$ cat config.mk
export PLATFORM = sky130hd
export DESIGN_NAME = slmfc_top
export DESIGN_NICKNAME = d
export VERILOG_FILES = /design/src/hw/slmfc_pkg.sv /design/src/hw/slmfc_ref_if.sv /design/src/hw/slmfc_sysref_capture.sv /design/src/hw/slmfc_top.sv
export SDC_FILE = /design/constraint.sdc
export NUM_CORES = 1
export LEC_CHECK = 0
export BUFFER_PORTS_ARGS = -buffer_cell sky130_fd_sc_hd__buf_2
export CORE_MARGIN = 10
export CORE_UTILIZATION = 45
export DETAILED_ROUTE_END_ITERATION = 10
export GPL_ROUTABILITY_DRIVEN = 0
export PLACE_DENSITY = 0.84
export SYNTH_ARGS = -nofsm -noshare
export SYNTH_HDL_FRONTEND = slang
export SYNTH_SLANG_ARGS = --single-unit
$ cat constraint.sdc
create_clock -name i_mclk -period 2.47 [get_ports i_mclk]
set_clock_uncertainty 0.15 [all_clocks]
set_input_delay 0.6175 -clock i_mclk [delete_from_list [all_inputs] [get_ports i_mclk]]
set_output_delay 0.6175 -clock i_mclk [all_outputs]
set_load 0.005 [all_outputs]
$ cat src/hw/slmfc_pkg.sv
`default_nettype none
package slmfc_pkg;

  // ****************************************************************
  // Datapath and register bus widths
  // ****************************************************************
  localparam int unsigned SLMFC_DATA_W     = 32;
  localparam int unsigned SLMFC_ADR_W      = 8;
  localparam int unsigned SLMFC_SEL_W      = 4;
  localparam int unsigned SLMFC_DLY_W      = 4;
  localparam int unsigned SLMFC_DLY_TAPS   = 16;
  localparam int unsigned SLMFC_LMFC_W     = 8;
  localparam int unsigned SLMFC_DEPTH_W    = 10;
  localparam int unsigned SLMFC_EVCNT_W    = 8;

  // ****************************************************************
  // Register byte offsets
  // ****************************************************************
  localparam logic [SLMFC_ADR_W-1:0] SLMFC_OFS_CTRL   = 8'h00;
  localparam logic [SLMFC_ADR_W-1:0] SLMFC_OFS_MFLEN  = 8'h04;
  localparam logic [SLMFC_ADR_W-1:0] SLMFC_OFS_DEPTH  = 8'h08;
  localparam logic [SLMFC_ADR_W-1:0] SLMFC_OFS_STATUS = 8'h0C;
  localparam logic [SLMFC_ADR_W-1:0] SLMFC_OFS_LMFC   = 8'h10;

  // ****************************************************************
  // Control register fields
  // ****************************************************************
  localparam int unsigned SLMFC_CTRL_PERIODIC = 0;
  localparam int unsigned SLMFC_CTRL_RESYNC   = 1;
  localparam int unsigned SLMFC_CTRL_DLY_LO   = 4;
  localparam int unsigned SLMFC_CTRL_SC2      = 8;
  localparam int unsigned SLMFC_CTRL_LSYNC    = 9;
  localparam int unsigned SLMFC_CTRL_BRAM     = 10;
  localparam logic [SLMFC_DATA_W-1:0] SLMFC_CTRL_RST  = 32'h0000_0200;
  localparam logic [SLMFC_DATA_W-1:0] SLMFC_CTRL_MASK = 32'h0000_07F3;

  // ****************************************************************
  // Other register reset values and status fields
  // ****************************************************************
  localparam logic [SLMFC_LMFC_W-1:0]  SLMFC_MFLEN_RST = 8'h07;
  localparam logic [SLMFC_DEPTH_W-1:0] SLMFC_DEPTH_RST = 10'h020;
  localparam int unsigned SLMFC_ST_VALID    = 0;
  localparam int unsigned SLMFC_ST_RXLINK   = 1;
  localparam int unsigned SLMFC_ST_TXRUN    = 2;
  localparam int unsigned SLMFC_ST_RELEASED = 3;
  localparam int unsigned SLMFC_ST_ARMED    = 4;
  localparam int unsigned SLMFC_ST_EVCNT_LO = 8;

  // ****************************************************************
  // State encodings
  // ****************************************************************
  typedef enum logic [3:0] {
    SLMFC_RX_WAIT_REF = 4'h1,
    SLMFC_RX_WAIT_CGS = 4'h2,
    SLMFC_RX_WAIT_BND = 4'h4,
    SLMFC_RX_LINKED   = 4'h8
  } slmfc_rx_state_e;

  typedef enum logic [3:0] {
    SLMFC_TX_WAIT_REF  = 4'h1,
    SLMFC_TX_WAIT_SYNC = 4'h2,
    SLMFC_TX_WAIT_BND  = 4'h4,
    SLMFC_TX_RUN       = 4'h8
  } slmfc_tx_state_e;

endpackage
`default_nettype wire

$ cat src/hw/slmfc_ref_if.sv
`timescale 1ns/1ps
`default_nettype none
interface slmfc_ref_if;
  import slmfc_pkg::*;
  logic [SLMFC_DLY_W-1:0] ref_delay;
  logic                   ref_event;
  modport cap  (input ref_delay, output ref_event);
  modport core (output ref_delay, input ref_event);
endinterface
`default_nettype wire

$ cat src/hw/slmfc_sysref_capture.sv
`timescale 1ns/1ps
`default_nettype none
module slmfc_sysref_capture #(
  parameter bit P_SAMPLE_RISING = 1'b0
) (
  input  wire logic   i_mclk,
  input  wire logic   i_resetn,
  input  wire logic   i_sysref,
  slmfc_ref_if.cap    ref_bus
);
  import slmfc_pkg::*;

  logic                      first_q;
  logic                      second_q;
  logic                      third_q;
  logic                      detect;
  logic [SLMFC_DLY_TAPS-1:0] hist;
  logic                      delayed;

  // ****************************************************************
  // First sampling flop, edge fixed when the design is built
  // ****************************************************************
  generate
    if (P_SAMPLE_RISING) begin : g_rise
      always_ff @(posedge i_mclk or negedge i_resetn) begin
        if (!i_resetn) first_q <= 1'b0;
        else first_q <= i_sysref;
      end
    end else begin : g_fall
      // Falling edge gives margin when the source is edge-aligned to the clock
      always_ff @(negedge i_mclk or negedge i_resetn) begin
        if (!i_resetn) first_q <= 1'b0;
        else first_q <= i_sysref;
      end
    end
  endgenerate

  // ****************************************************************
  // Rising-edge processing: edge detect and delay line
  // ****************************************************************
  always_ff @(posedge i_mclk or negedge i_resetn) begin
    if (!i_resetn) begin
      second_q <= 1'b0;
      third_q  <= 1'b0;
    end else begin
      second_q <= first_q;
      third_q  <= second_q;
    end
  end

  assign detect = second_q & ~third_q;

  always_ff @(posedge i_mclk or negedge i_resetn) begin
    if (!i_resetn) hist[0] <= 1'b0;
    else hist[0] <= detect;
  end

  genvar gi;
  generate
    for (gi = 1; gi < SLMFC_DLY_TAPS; gi++) begin : g_dly
      always_ff @(posedge i_mclk or negedge i_resetn) begin
        if (!i_resetn) hist[gi] <= 1'b0;
        else hist[gi] <= hist[gi-1];
      end
    end
  endgenerate

  // Tap 0 is the undelayed event; tap N is N cycles late
  assign delayed = (ref_bus.ref_delay == '0) ? detect : hist[ref_bus.ref_delay - 4'h1];
  assign ref_bus.ref_event = delayed;

endmodule
`default_nettype wire

$ cat src/hw/slmfc_top.sv
// Chosen here: register access over Wishbone and the placing of the registers.
`timescale 1ns/1ps
`default_nettype none
module slmfc_top #(
  parameter bit P_SAMPLE_RISING = 1'b0
) (
  input  wire logic                                i_mclk,
  input  wire logic                                i_resetn,
  input  wire logic                                i_sysref,
  input  wire logic                                i_wb_cyc,
  input  wire logic                                i_wb_stb,
  input  wire logic                                i_wb_we,
  input  wire logic [slmfc_pkg::SLMFC_ADR_W-1:0]   i_wb_adr,
  input  wire logic [slmfc_pkg::SLMFC_SEL_W-1:0]   i_wb_sel,
  input  wire logic [slmfc_pkg::SLMFC_DATA_W-1:0]  i_wb_dat,
  output logic [slmfc_pkg::SLMFC_DATA_W-1:0]       o_wb_dat,
  output logic                                     o_wb_ack,
  input  wire logic                                i_rx_cgs_done,
  input  wire logic                                i_rx_resync,
  input  wire logic                                i_rx_valid,
  input  wire logic [slmfc_pkg::SLMFC_DATA_W-1:0]  i_rx_data,
  output logic                                     o_rx_sync_n,
  output logic                                     o_rx_valid,
  output logic [slmfc_pkg::SLMFC_DATA_W-1:0]       o_rx_data,
  input  wire logic                                i_tx_sync_n,
  output logic                                     o_tx_ila_start,
  output logic                                     o_tx_data_start,
  output logic                                     o_tx_running,
  output logic                                     o_lmfc_pulse,
  output logic                                     o_buffer_in_block_memory,
  output logic [slmfc_pkg::SLMFC_DEPTH_W-1:0]      o_buffer_octet_depth
);
  import slmfc_pkg::*;

  // ****************************************************************
  // Declarations
  // ****************************************************************
  slmfc_ref_if ref_bus ();

  logic [SLMFC_DATA_W-1:0]  ctrl;
  logic [SLMFC_LMFC_W-1:0]  mf_last;
  logic [SLMFC_DEPTH_W-1:0] depth;
  logic [SLMFC_LMFC_W-1:0]  lmfc_cnt;
  logic [SLMFC_EVCNT_W-1:0] ev_cnt;
  logic                     armed;
  logic                     lmfc_valid;
  logic                     released;
  logic                     tx_sync_q;
  slmfc_rx_state_e          rx_state;
  slmfc_rx_state_e          next_rx_state;
  slmfc_tx_state_e          tx_state;
  slmfc_tx_state_e          next_tx_state;

  logic                     periodic_realign_enable;
  logic                     resync_needs_ref_event;
  logic                     subclass2;
  logic                     link_sync_enable;
  logic                     wb_req;
  logic                     wb_wr;
  logic [SLMFC_DATA_W-1:0]  rd_mux;
  logic [SLMFC_DATA_W-1:0]  status;
  logic                     accept;
  logic                     lmfc_bnd;
  logic                     lmfc_ok;
  logic                     tx_resync;
  logic                     resync;
  logic                     tx_start;

  // Byte-lane merge of a write into an existing register value
  function automatic logic [SLMFC_DATA_W-1:0] slmfc_merge(
    input logic [SLMFC_DATA_W-1:0] old_v,
    input logic [SLMFC_DATA_W-1:0] new_v,
    input logic [SLMFC_SEL_W-1:0]  sel
  );
    logic [SLMFC_DATA_W-1:0] res;
    res = old_v;
    for (int b = 0; b < SLMFC_SEL_W; b++) begin
      if (sel[b]) res[b*8 +: 8] = new_v[b*8 +: 8];
    end
    return res;
  endfunction

  function automatic logic slmfc_hit(
    input logic [SLMFC_ADR_W-1:0] adr,
    input logic [SLMFC_ADR_W-1:0] ofs
  );
    return adr == ofs;
  endfunction

  // ****************************************************************
  // Reference capture
  // ****************************************************************
  slmfc_sysref_capture #(
    .P_SAMPLE_RISING (P_SAMPLE_RISING)
  ) u_cap (
    .i_mclk   (i_mclk),
    .i_resetn (i_resetn),
    .i_sysref (i_sysref),
    .ref_bus  (ref_bus.cap)
  );

  // A changed delay also retimes events still in the delay line; a core reset realigns the link
  assign ref_bus.ref_delay = ctrl[SLMFC_CTRL_DLY_LO +: SLMFC_DLY_W];

  // ****************************************************************
  // Register bus
  // ****************************************************************
  assign periodic_realign_enable = ctrl[SLMFC_CTRL_PERIODIC];
  assign resync_needs_ref_event  = ctrl[SLMFC_CTRL_RESYNC];
  assign subclass2               = ctrl[SLMFC_CTRL_SC2];
  assign link_sync_enable        = ctrl[SLMFC_CTRL_LSYNC];
  assign wb_req                  = i_wb_cyc & i_wb_stb;
  // Write lands on the edge where the master sees ack
  assign wb_wr                   = wb_req & i_wb_we & o_wb_ack;

  assign status = {16'h0000, ev_cnt, 3'b000, armed, released,
                   (tx_state == SLMFC_TX_RUN), (rx_state == SLMFC_RX_LINKED), lmfc_valid};

  assign rd_mux = slmfc_hit(i_wb_adr, SLMFC_OFS_CTRL)   ? ctrl :
                  slmfc_hit(i_wb_adr, SLMFC_OFS_MFLEN)  ? {24'h000000, mf_last} :
                  slmfc_hit(i_wb_adr, SLMFC_OFS_DEPTH)  ? {22'h000000, depth} :
                  slmfc_hit(i_wb_adr, SLMFC_OFS_STATUS) ? status :
                  slmfc_hit(i_wb_adr, SLMFC_OFS_LMFC)   ? {24'h000000, lmfc_cnt} :
                  32'h0000_0000;

  always_ff @(posedge i_mclk or negedge i_resetn) begin
    if (!i_resetn) begin
      o_wb_ack <= 1'b0;
      o_wb_dat <= 32'h0000_0000;
    end else begin
      o_wb_ack <= wb_req & ~o_wb_ack;
      o_wb_dat <= rd_mux;
    end
  end

  always_ff @(posedge i_mclk or negedge i_resetn) begin
    if (!i_resetn) begin
      ctrl    <= SLMFC_CTRL_RST;
      mf_last <= SLMFC_MFLEN_RST;
      depth   <= SLMFC_DEPTH_RST;
    end else if (wb_wr) begin
      if (slmfc_hit(i_wb_adr, SLMFC_OFS_CTRL))
        ctrl <= slmfc_merge(ctrl, i_wb_dat, i_wb_sel) & SLMFC_CTRL_MASK;
      if (slmfc_hit(i_wb_adr, SLMFC_OFS_MFLEN))
        mf_last <= SLMFC_LMFC_W'(slmfc_merge({24'h000000, mf_last}, i_wb_dat, i_wb_sel));
      if (slmfc_hit(i_wb_adr, SLMFC_OFS_DEPTH))
        depth <= SLMFC_DEPTH_W'(slmfc_merge({22'h000000, depth}, i_wb_dat, i_wb_sel));
    end
  end

  // Buffer memory itself lives downstream; only its configuration is held here
  always_ff @(posedge i_mclk or negedge i_resetn) begin
    if (!i_resetn) begin
      o_buffer_in_block_memory <= 1'b0;
      o_buffer_octet_depth     <= SLMFC_DEPTH_RST;
    end else begin
      o_buffer_in_block_memory <= ctrl[SLMFC_CTRL_BRAM];
      o_buffer_octet_depth     <= depth;
    end
  end

  // ****************************************************************
  // LMFC counter and alignment
  // ****************************************************************
  // Subclass 2 ignores the reference and lets the counter free-run
  assign accept    = ref_bus.ref_event & ~subclass2 & (armed | periodic_realign_enable);
  assign lmfc_bnd  = (lmfc_cnt == mf_last);
  assign lmfc_ok   = lmfc_valid | subclass2;
  assign tx_resync = tx_sync_q & ~i_tx_sync_n & (tx_state == SLMFC_TX_RUN);
  assign resync    = i_rx_resync | tx_resync;

  always_ff @(posedge i_mclk or negedge i_resetn) begin
    if (!i_resetn) begin
      lmfc_cnt <= 8'h00;
    end else if (accept || lmfc_bnd) begin
      lmfc_cnt <= 8'h00;
    end else begin
      lmfc_cnt <= lmfc_cnt + 8'h01;
    end
  end

  // Set wins over clear when an event meets a resync in one cycle
  always_ff @(posedge i_mclk or negedge i_resetn) begin
    if (!i_resetn) begin
      armed      <= 1'b1;
      lmfc_valid <= 1'b0;
    end else begin
      if (resync) armed <= 1'b1;
      else if (accept) armed <= 1'b0;
      if (accept) lmfc_valid <= 1'b1;
      else if (resync && resync_needs_ref_event) lmfc_valid <= 1'b0;
    end
  end

  always_ff @(posedge i_mclk or negedge i_resetn) begin
    if (!i_resetn) begin
      ev_cnt       <= 8'h00;
      o_lmfc_pulse <= 1'b0;
      tx_sync_q    <= 1'b0;
    end else begin
      if (accept) ev_cnt <= ev_cnt + 8'h01;
      o_lmfc_pulse <= lmfc_bnd;
      tx_sync_q    <= i_tx_sync_n;
    end
  end

  // ****************************************************************
  // Receive sync control
  // ****************************************************************
  always_comb begin
    next_rx_state = rx_state;
    case (rx_state)
      SLMFC_RX_WAIT_REF: begin
        if (lmfc_ok) next_rx_state = SLMFC_RX_WAIT_CGS;
      end
      SLMFC_RX_WAIT_CGS: begin
        if (i_rx_cgs_done)
          next_rx_state = subclass2 ? SLMFC_RX_LINKED : SLMFC_RX_WAIT_BND;
      end
      SLMFC_RX_WAIT_BND: begin
        if (lmfc_bnd) next_rx_state = SLMFC_RX_LINKED;
      end
      SLMFC_RX_LINKED: begin
        next_rx_state = SLMFC_RX_LINKED;
      end
      default: next_rx_state = SLMFC_RX_WAIT_REF;
    endcase
    if (i_rx_resync) next_rx_state = SLMFC_RX_WAIT_REF;
  end

  always_ff @(posedge i_mclk or negedge i_resetn) begin
    if (!i_resetn) begin
      rx_state    <= SLMFC_RX_WAIT_REF;
      o_rx_sync_n <= 1'b0;
    end else begin
      rx_state    <= next_rx_state;
      o_rx_sync_n <= (next_rx_state == SLMFC_RX_LINKED);
    end
  end

  // Data is held back until the first local crossing after all lanes are valid
  always_ff @(posedge i_mclk or negedge i_resetn) begin
    if (!i_resetn) begin
      released   <= 1'b0;
      o_rx_valid <= 1'b0;
      o_rx_data  <= 32'h0000_0000;
    end else begin
      if (rx_state != SLMFC_RX_LINKED || i_rx_resync) released <= 1'b0;
      else if (i_rx_valid && lmfc_bnd) released <= 1'b1;
      o_rx_valid <= released & i_rx_valid & (rx_state == SLMFC_RX_LINKED);
      o_rx_data  <= i_rx_data;
    end
  end

  // ****************************************************************
  // Transmit start control
  // ****************************************************************
  always_comb begin
    next_tx_state = tx_state;
    case (tx_state)
      SLMFC_TX_WAIT_REF: begin
        if (lmfc_ok) next_tx_state = SLMFC_TX_WAIT_SYNC;
      end
      SLMFC_TX_WAIT_SYNC: begin
        if (i_tx_sync_n) next_tx_state = SLMFC_TX_WAIT_BND;
      end
      SLMFC_TX_WAIT_BND: begin
        if (!i_tx_sync_n) next_tx_state = SLMFC_TX_WAIT_SYNC;
        else if (lmfc_bnd) next_tx_state = SLMFC_TX_RUN;
      end
      SLMFC_TX_RUN: begin
        if (!i_tx_sync_n) next_tx_state = SLMFC_TX_WAIT_REF;
      end
      default: next_tx_state = SLMFC_TX_WAIT_REF;
    endcase
  end

  assign tx_start = (tx_state == SLMFC_TX_WAIT_BND) & (next_tx_state == SLMFC_TX_RUN);

  always_ff @(posedge i_mclk or negedge i_resetn) begin
    if (!i_resetn) begin
      tx_state        <= SLMFC_TX_WAIT_REF;
      o_tx_ila_start  <= 1'b0;
      o_tx_data_start <= 1'b0;
      o_tx_running    <= 1'b0;
    end else begin
      tx_state        <= next_tx_state;
      o_tx_ila_start  <= tx_start & link_sync_enable;
      o_tx_data_start <= tx_start & ~link_sync_enable;
      o_tx_running    <= (next_tx_state == SLMFC_TX_RUN);
    end
  end

endmodule
`default_nettype wire

## After elaboration in Yosys (flattened, before gate mapping)

Cells that the tools add are included.

| cells by class | value |
|---|---|
| bitwise operators | 22 |
| equality and inequality tests | 16 |
| $lt $le $gt $ge | 1 |
| $add $sub $neg | 3 |
| shift operators | 0 |
| divide/modulo/power cells | 0 |
| muxes and demuxes | 27 |
| multipliers | 0 |
| reductions and logical operators | 14 |

Operator list:

| operator | count |
|---|---|
| 16-bit two-way mux | 4 |
| 4-bit two-way mux | 10 |
| 4-bit one-hot mux with 4 select lines | 2 |
| 8-bit by 1-bit adder with 8-bit output (second input constant) | 2 |
| 4-bit == test (second input constant) | 4 |
| 8-bit by 4-bit == test with 1-bit output (second input constant) | 2 |
| 8-bit two-way mux | 2 |
| 3-bit AND reduction | 5 |
| 1-bit bitwise AND | 14 |
| 4-bit by 1-bit == test with 1-bit output (second input constant) | 2 |
| 4-bit by 2-bit == test with 1-bit output (second input constant) | 2 |
| 4-bit by 3-bit == test with 1-bit output (second input constant) | 2 |
| 8-bit by 3-bit == test with 1-bit output (second input constant) | 1 |
| 8-bit by 5-bit == test with 1-bit output (second input constant) | 1 |
| 8-bit == test | 1 |
| 8-bit logical NOT | 1 |
| 1-bit two-way mux | 8 |
| 2-bit nonzero test | 3 |
| 4-bit by 5-bit less-than comparator with 1-bit output (second input constant) | 1 |
| 1-bit inverter | 5 |
| 1-bit binary-select mux with 4-bit select | 1 |
| 4-bit logical NOT | 1 |
| 4-bit != test (second input constant) | 1 |
| 4-bit by 1-bit subtractor with 4-bit output (second input constant) | 1 |
| 3 further kinds | 7 |

| storage, ports and cells | value |
|---|---|
| bits in read-only memories | 0 |
| input bits | 86 |
| memories | 0 |
| register bits | 140 |
| word-level logic and storage cells | 126 |
| memory bits (writable) | 0 |
| latch bits | 0 |

## Logic depth before layout (Yosys ltp)

| depth | value |
|---|---|
| depth after elaboration | 8 |
| depth in mapped cells | 9 |
| gate-level depth less buffers | 7 |

## By module

From an unflattened synthesis, not the netlist that was laid out.

| unflattened totals | value |
|---|---|
| cells, all modules | 411 |
| area total of the unflattened synthesis | 5526.6 µm² |

Modules (own cells, without submodules):

| module | sequential area each (µm²) | area an instance (µm²) | cells each | instances |
|---|---|---|---|---|
| slmfc_top | 3039.2 | 4824.6 | 373 | 1 |
| slmfc_sysref_capture | 475.5 | 701.9 | 38 | 1 |

==> impl_metrics.tcl <==
set metrics [dict create \
    max_clock_freq_ghz 0.421 \
    grt_max_degree 140 \
    design.core.area_um2 12000 \
    ys_warn_count 0 \
    ioPinCount 168 \
    dp_slack_ns -0.168 \
    hold_path_depth 1 \
    firstDrtPassIters 5 \
    grt_overflow 0 \
    clkLatencyLatePin_ns 0.41 \
    synth_area_um2 5460 \
    rrSetupSlack_ns 0.1 \
    crit_path_end_kind "flop" \
    yosysTopAreaCell "dfrtp_1" \
    io_buffer_count 128 \
    critPathMaxFanout 7 \
    die_x_um 130 \
    hold-path-endpoint "o_rx_data[9]$_DFF_PN0_" \
    hold_viol 0 \
    grt_first_pass_wirelength_mm 20.6 \
    synth.most_common_cell "dfrtp_1" \
    reg2reg_from "ctrl[4]$_DFFE_PN0P_" \
    seq_area_frac_synth_pct 64.4 \
    rsz0062_at_grt "false" \
    power_mw 6.03 \
    drv_cap 0 \
    cts_setup_buffers 0 \
    path_clk_slew_ns 0.06 \
    final_cell_area_um2 7050 \
    synthArstFlopShare_pct 100 \
    relSlewSlack_pct 52.8 \
    path_class "reg -> reg" \
    status "finished clean" \
    initial_utilization_pct 45.6 \
    synth-compound-area-share_pct 6.72 \
    ir_drop_mv 0.482 \
    finalSetupViolations 0 \
    avgViaCountPerCell 5.24 \
    yosys-top-cells-count "130 x dfrtp_1, 32 x mux2_2, 28 x nor2_1, 17 x buf_4, 16 x nand2_1" \
    vias 3781 \
    slowest_delay_ns 0.44 \
    placed_area_um2 6310 \
    yosys.area_share.simple_pct 10.9 \
    cts_buffers 17 \
    netlist_top_cells_area "dfrtp_1 60%, mux2_2 6.6%, dfstp_2 4.3%" \
    hp-class "in -> reg" \
    drtIter0Drc 393 \
    synth.distinct_cells 57 \
    drive_above_1_share_pct 41.7 \
    wl_per_cell_um 18.5 \
    rr_worst_depth 8 \
    synth_top_family_by_area "simple AND/OR/NAND/NOR gates" \
    leakage_nw 3.51 \
    antenna_found_initial 2 \
    hold_start "i_rx_data[9]" \
    setup_slack_ns 0.0966 \
    worstMarginPinSlew_ns 0.708 \
    grt.total_usage_pct 15.8 \
    die_h_um 130 \
    die_area_um2 16900 \
    yosys.area_share.xor_xnor_pct 3.85 \
    clockRootBuffer "clkbuf_16" \
    fin_util_pct 58.9 \
    critPathArrivalTime_ns 2.55 \
    area_delta_synth_final_pct 29.2 \
    yosys.area_share.adder_pct 0.917 \
    fin_crit_ns 2.37 \
    synth_ff_type "dfrtp_1" \
    start_kind "flop" \
    setup_tns_ns 0 \
    layout.nets 650 \
    wl_mm 13.3 \
    synth_edf_count 0 \
    drtAntennaViolNets 0 \
    htreeDepth 4 \
    synth_mux_area_share_pct 9.35 \
    core.rowCount 40 \
    clk_path_buf_depth 2 \
    power_density_nw_per_um2 855 \
    r2r_end "ev_cnt[4]$_DFFE_PN0P_" \
    worst_path_max_delay_cell "a221o_2" \
    syn_inst 409 \
    drv_slew 0 \
    remaining_drc_errors 0 \
    min_period_over_period_pct 96.1 \
    cts_tree "yes" \
    synth_top_area_share_pct 59.6 \
    crit_chain "inv_1 > ha_2 > mux4_2 > mux2i_1 > a221o_2 > buf_4 > nor3_1 > xor2_1" \
    required_ns 2.65 \
    post_synth.cell_area_avg_um2 13.3 \
    synth-seq-cells 140 \
    grt_pass1_vias 4030 \
    clkSinkCount 140 \
    hpwl_mm 9.31 \
]
[per-layer routing]
layer / vias up / global-route usage (%) / routed length (um)
li1: 1712 / - / -
met1: 1878 / 17.5 / 5140
met2: 161 / 26.3 / 6790
met3: 28 / 5.84 / 1010
met4: 2 / 7.61 / 384
met5: - / 0 / 13
[power breakdown]
group,leakage (nW),internal [mW],switching [mW],total (mW)
combinational,1.36,0.205,0.261,0.465
clock,0.353,2.10,0.914,3.02
sequential,1.80,2.43,0.123,2.55
[worst max-delay path: cells and delay by family (launching register included)]
kind | cells | cell delay (ns)
AO/OA/AOI/OAI | 1 | 0.44
XOR/XNOR | 1 | 0.17
AND/OR/NAND/NOR | 1 | 0.25
flip-flops | 1 | 0.37
buffers and inverters | 2 | 0.29
multiplexers | 2 | 0.30
adder cells (fa/ha/maj) | 1 | 0.32
[per-stage QoR]
step                      hold slack [ns]  instances
after global routing                0.136        721
after detailed placement            0.208        688
after CTS                           0.141        720
after floorplan                     0.172        424
after global placement              0.203        688
final                               0.159        721
[sequential cells by signal (all words and copies together), names as in the netlist, 4 cells and up]
signal	cells
depth	10
ctrl	9
lmfc_cnt	8
u_cap.hist	16
rx_state	4
o_rx_data	32
mf_last	8
tx_state	4
o_wb_dat	16
ev_cnt	8
o_buffer_octet_depth	10
[cell usage in the layout, fill, tap and decap left out, types with 2 or more instances in the layout]
master     synthesis  layout
a2111oi_0          2       2
a21oi_1           13      13
a22oi_1            7       7
a31oi_1            2       2
a32o_1             5       5
and2_1             7       7
and3_1             6       6
buf_2              1     127
buf_4             17      16
bufinv_16          0       7
clkbuf_16          0      17
clkbuf_8           0       4
clkinv_2           0       3
conb_1             1      16
dfrtp_1          130     130
dfstp_2            9       9
ha_1               4       3
inv_1              9       9
mux2_2            32      32
mux2i_1            6       6
mux4_2             4       4
nand2_1           16      16
nand2b_1           4       4
nand3_1            9       9
nand4_1            2       2
nor2_1            28      28
nor2b_1            5       5
nor3_1            14      12
nor3_2             0       2
o211ai_1           2       2
o21ai_0            9       9
o22ai_1            4       3
o22ai_2            1       2
o32ai_1            2       2
or3_1              2       2
xnor2_1           13      13
xor2_1            11      11
[worst max-delay path by stage]
stage	end	from	slack [ns]
floorplan	mf_last[3]$_DFFE_PN0P_	i_wb_adr[1]	0.04
global placement	depth[7]$_DFFE_PN0P_	i_wb_adr[1]	-0.11
detailed placement	depth[3]$_DFFE_PN0P_	i_wb_adr[1]	-0.17
CTS	ev_cnt[4]$_DFFE_PN0P_	ctrl[4]$_DFFE_PN0P_	0.03
global route	ev_cnt[4]$_DFFE_PN0P_	ctrl[4]$_DFFE_PN0P_	0.003
finish	ev_cnt[4]$_DFFE_PN0P_	ctrl[4]$_DFFE_PN0P_	0.1
[cells by family (layout without fill, tap and decap cells)]
logic type	Yosys count	count (layout)
AO/OA/AOI/OAI	53	53
XOR/XNOR	24	24
adder cells (fa/ha/maj)	4	4
buffers and inverters	37	186
flip-flops	140	140
multiplexers	42	42
other	1	17
AND/OR/NAND/NOR	108	108
[cell type report]
cell class,instances,area (um^2)
timing repair buffer,145,787
clock buffer,21,480
inverter,9,33.8
clock inverter,11,234
fill,917,4910
tap,147,184
antenna,1,2.50
multi-input combinational,247,1810
sequential,140,3510
[what timing repair did]
item,CTS,global route
hold buffers,0,0
endpoints found under the setup margin,8,7
pin swaps,0,1
resized for setup,1,4
No activity file was read; power rests on OpenSTA's default activity.
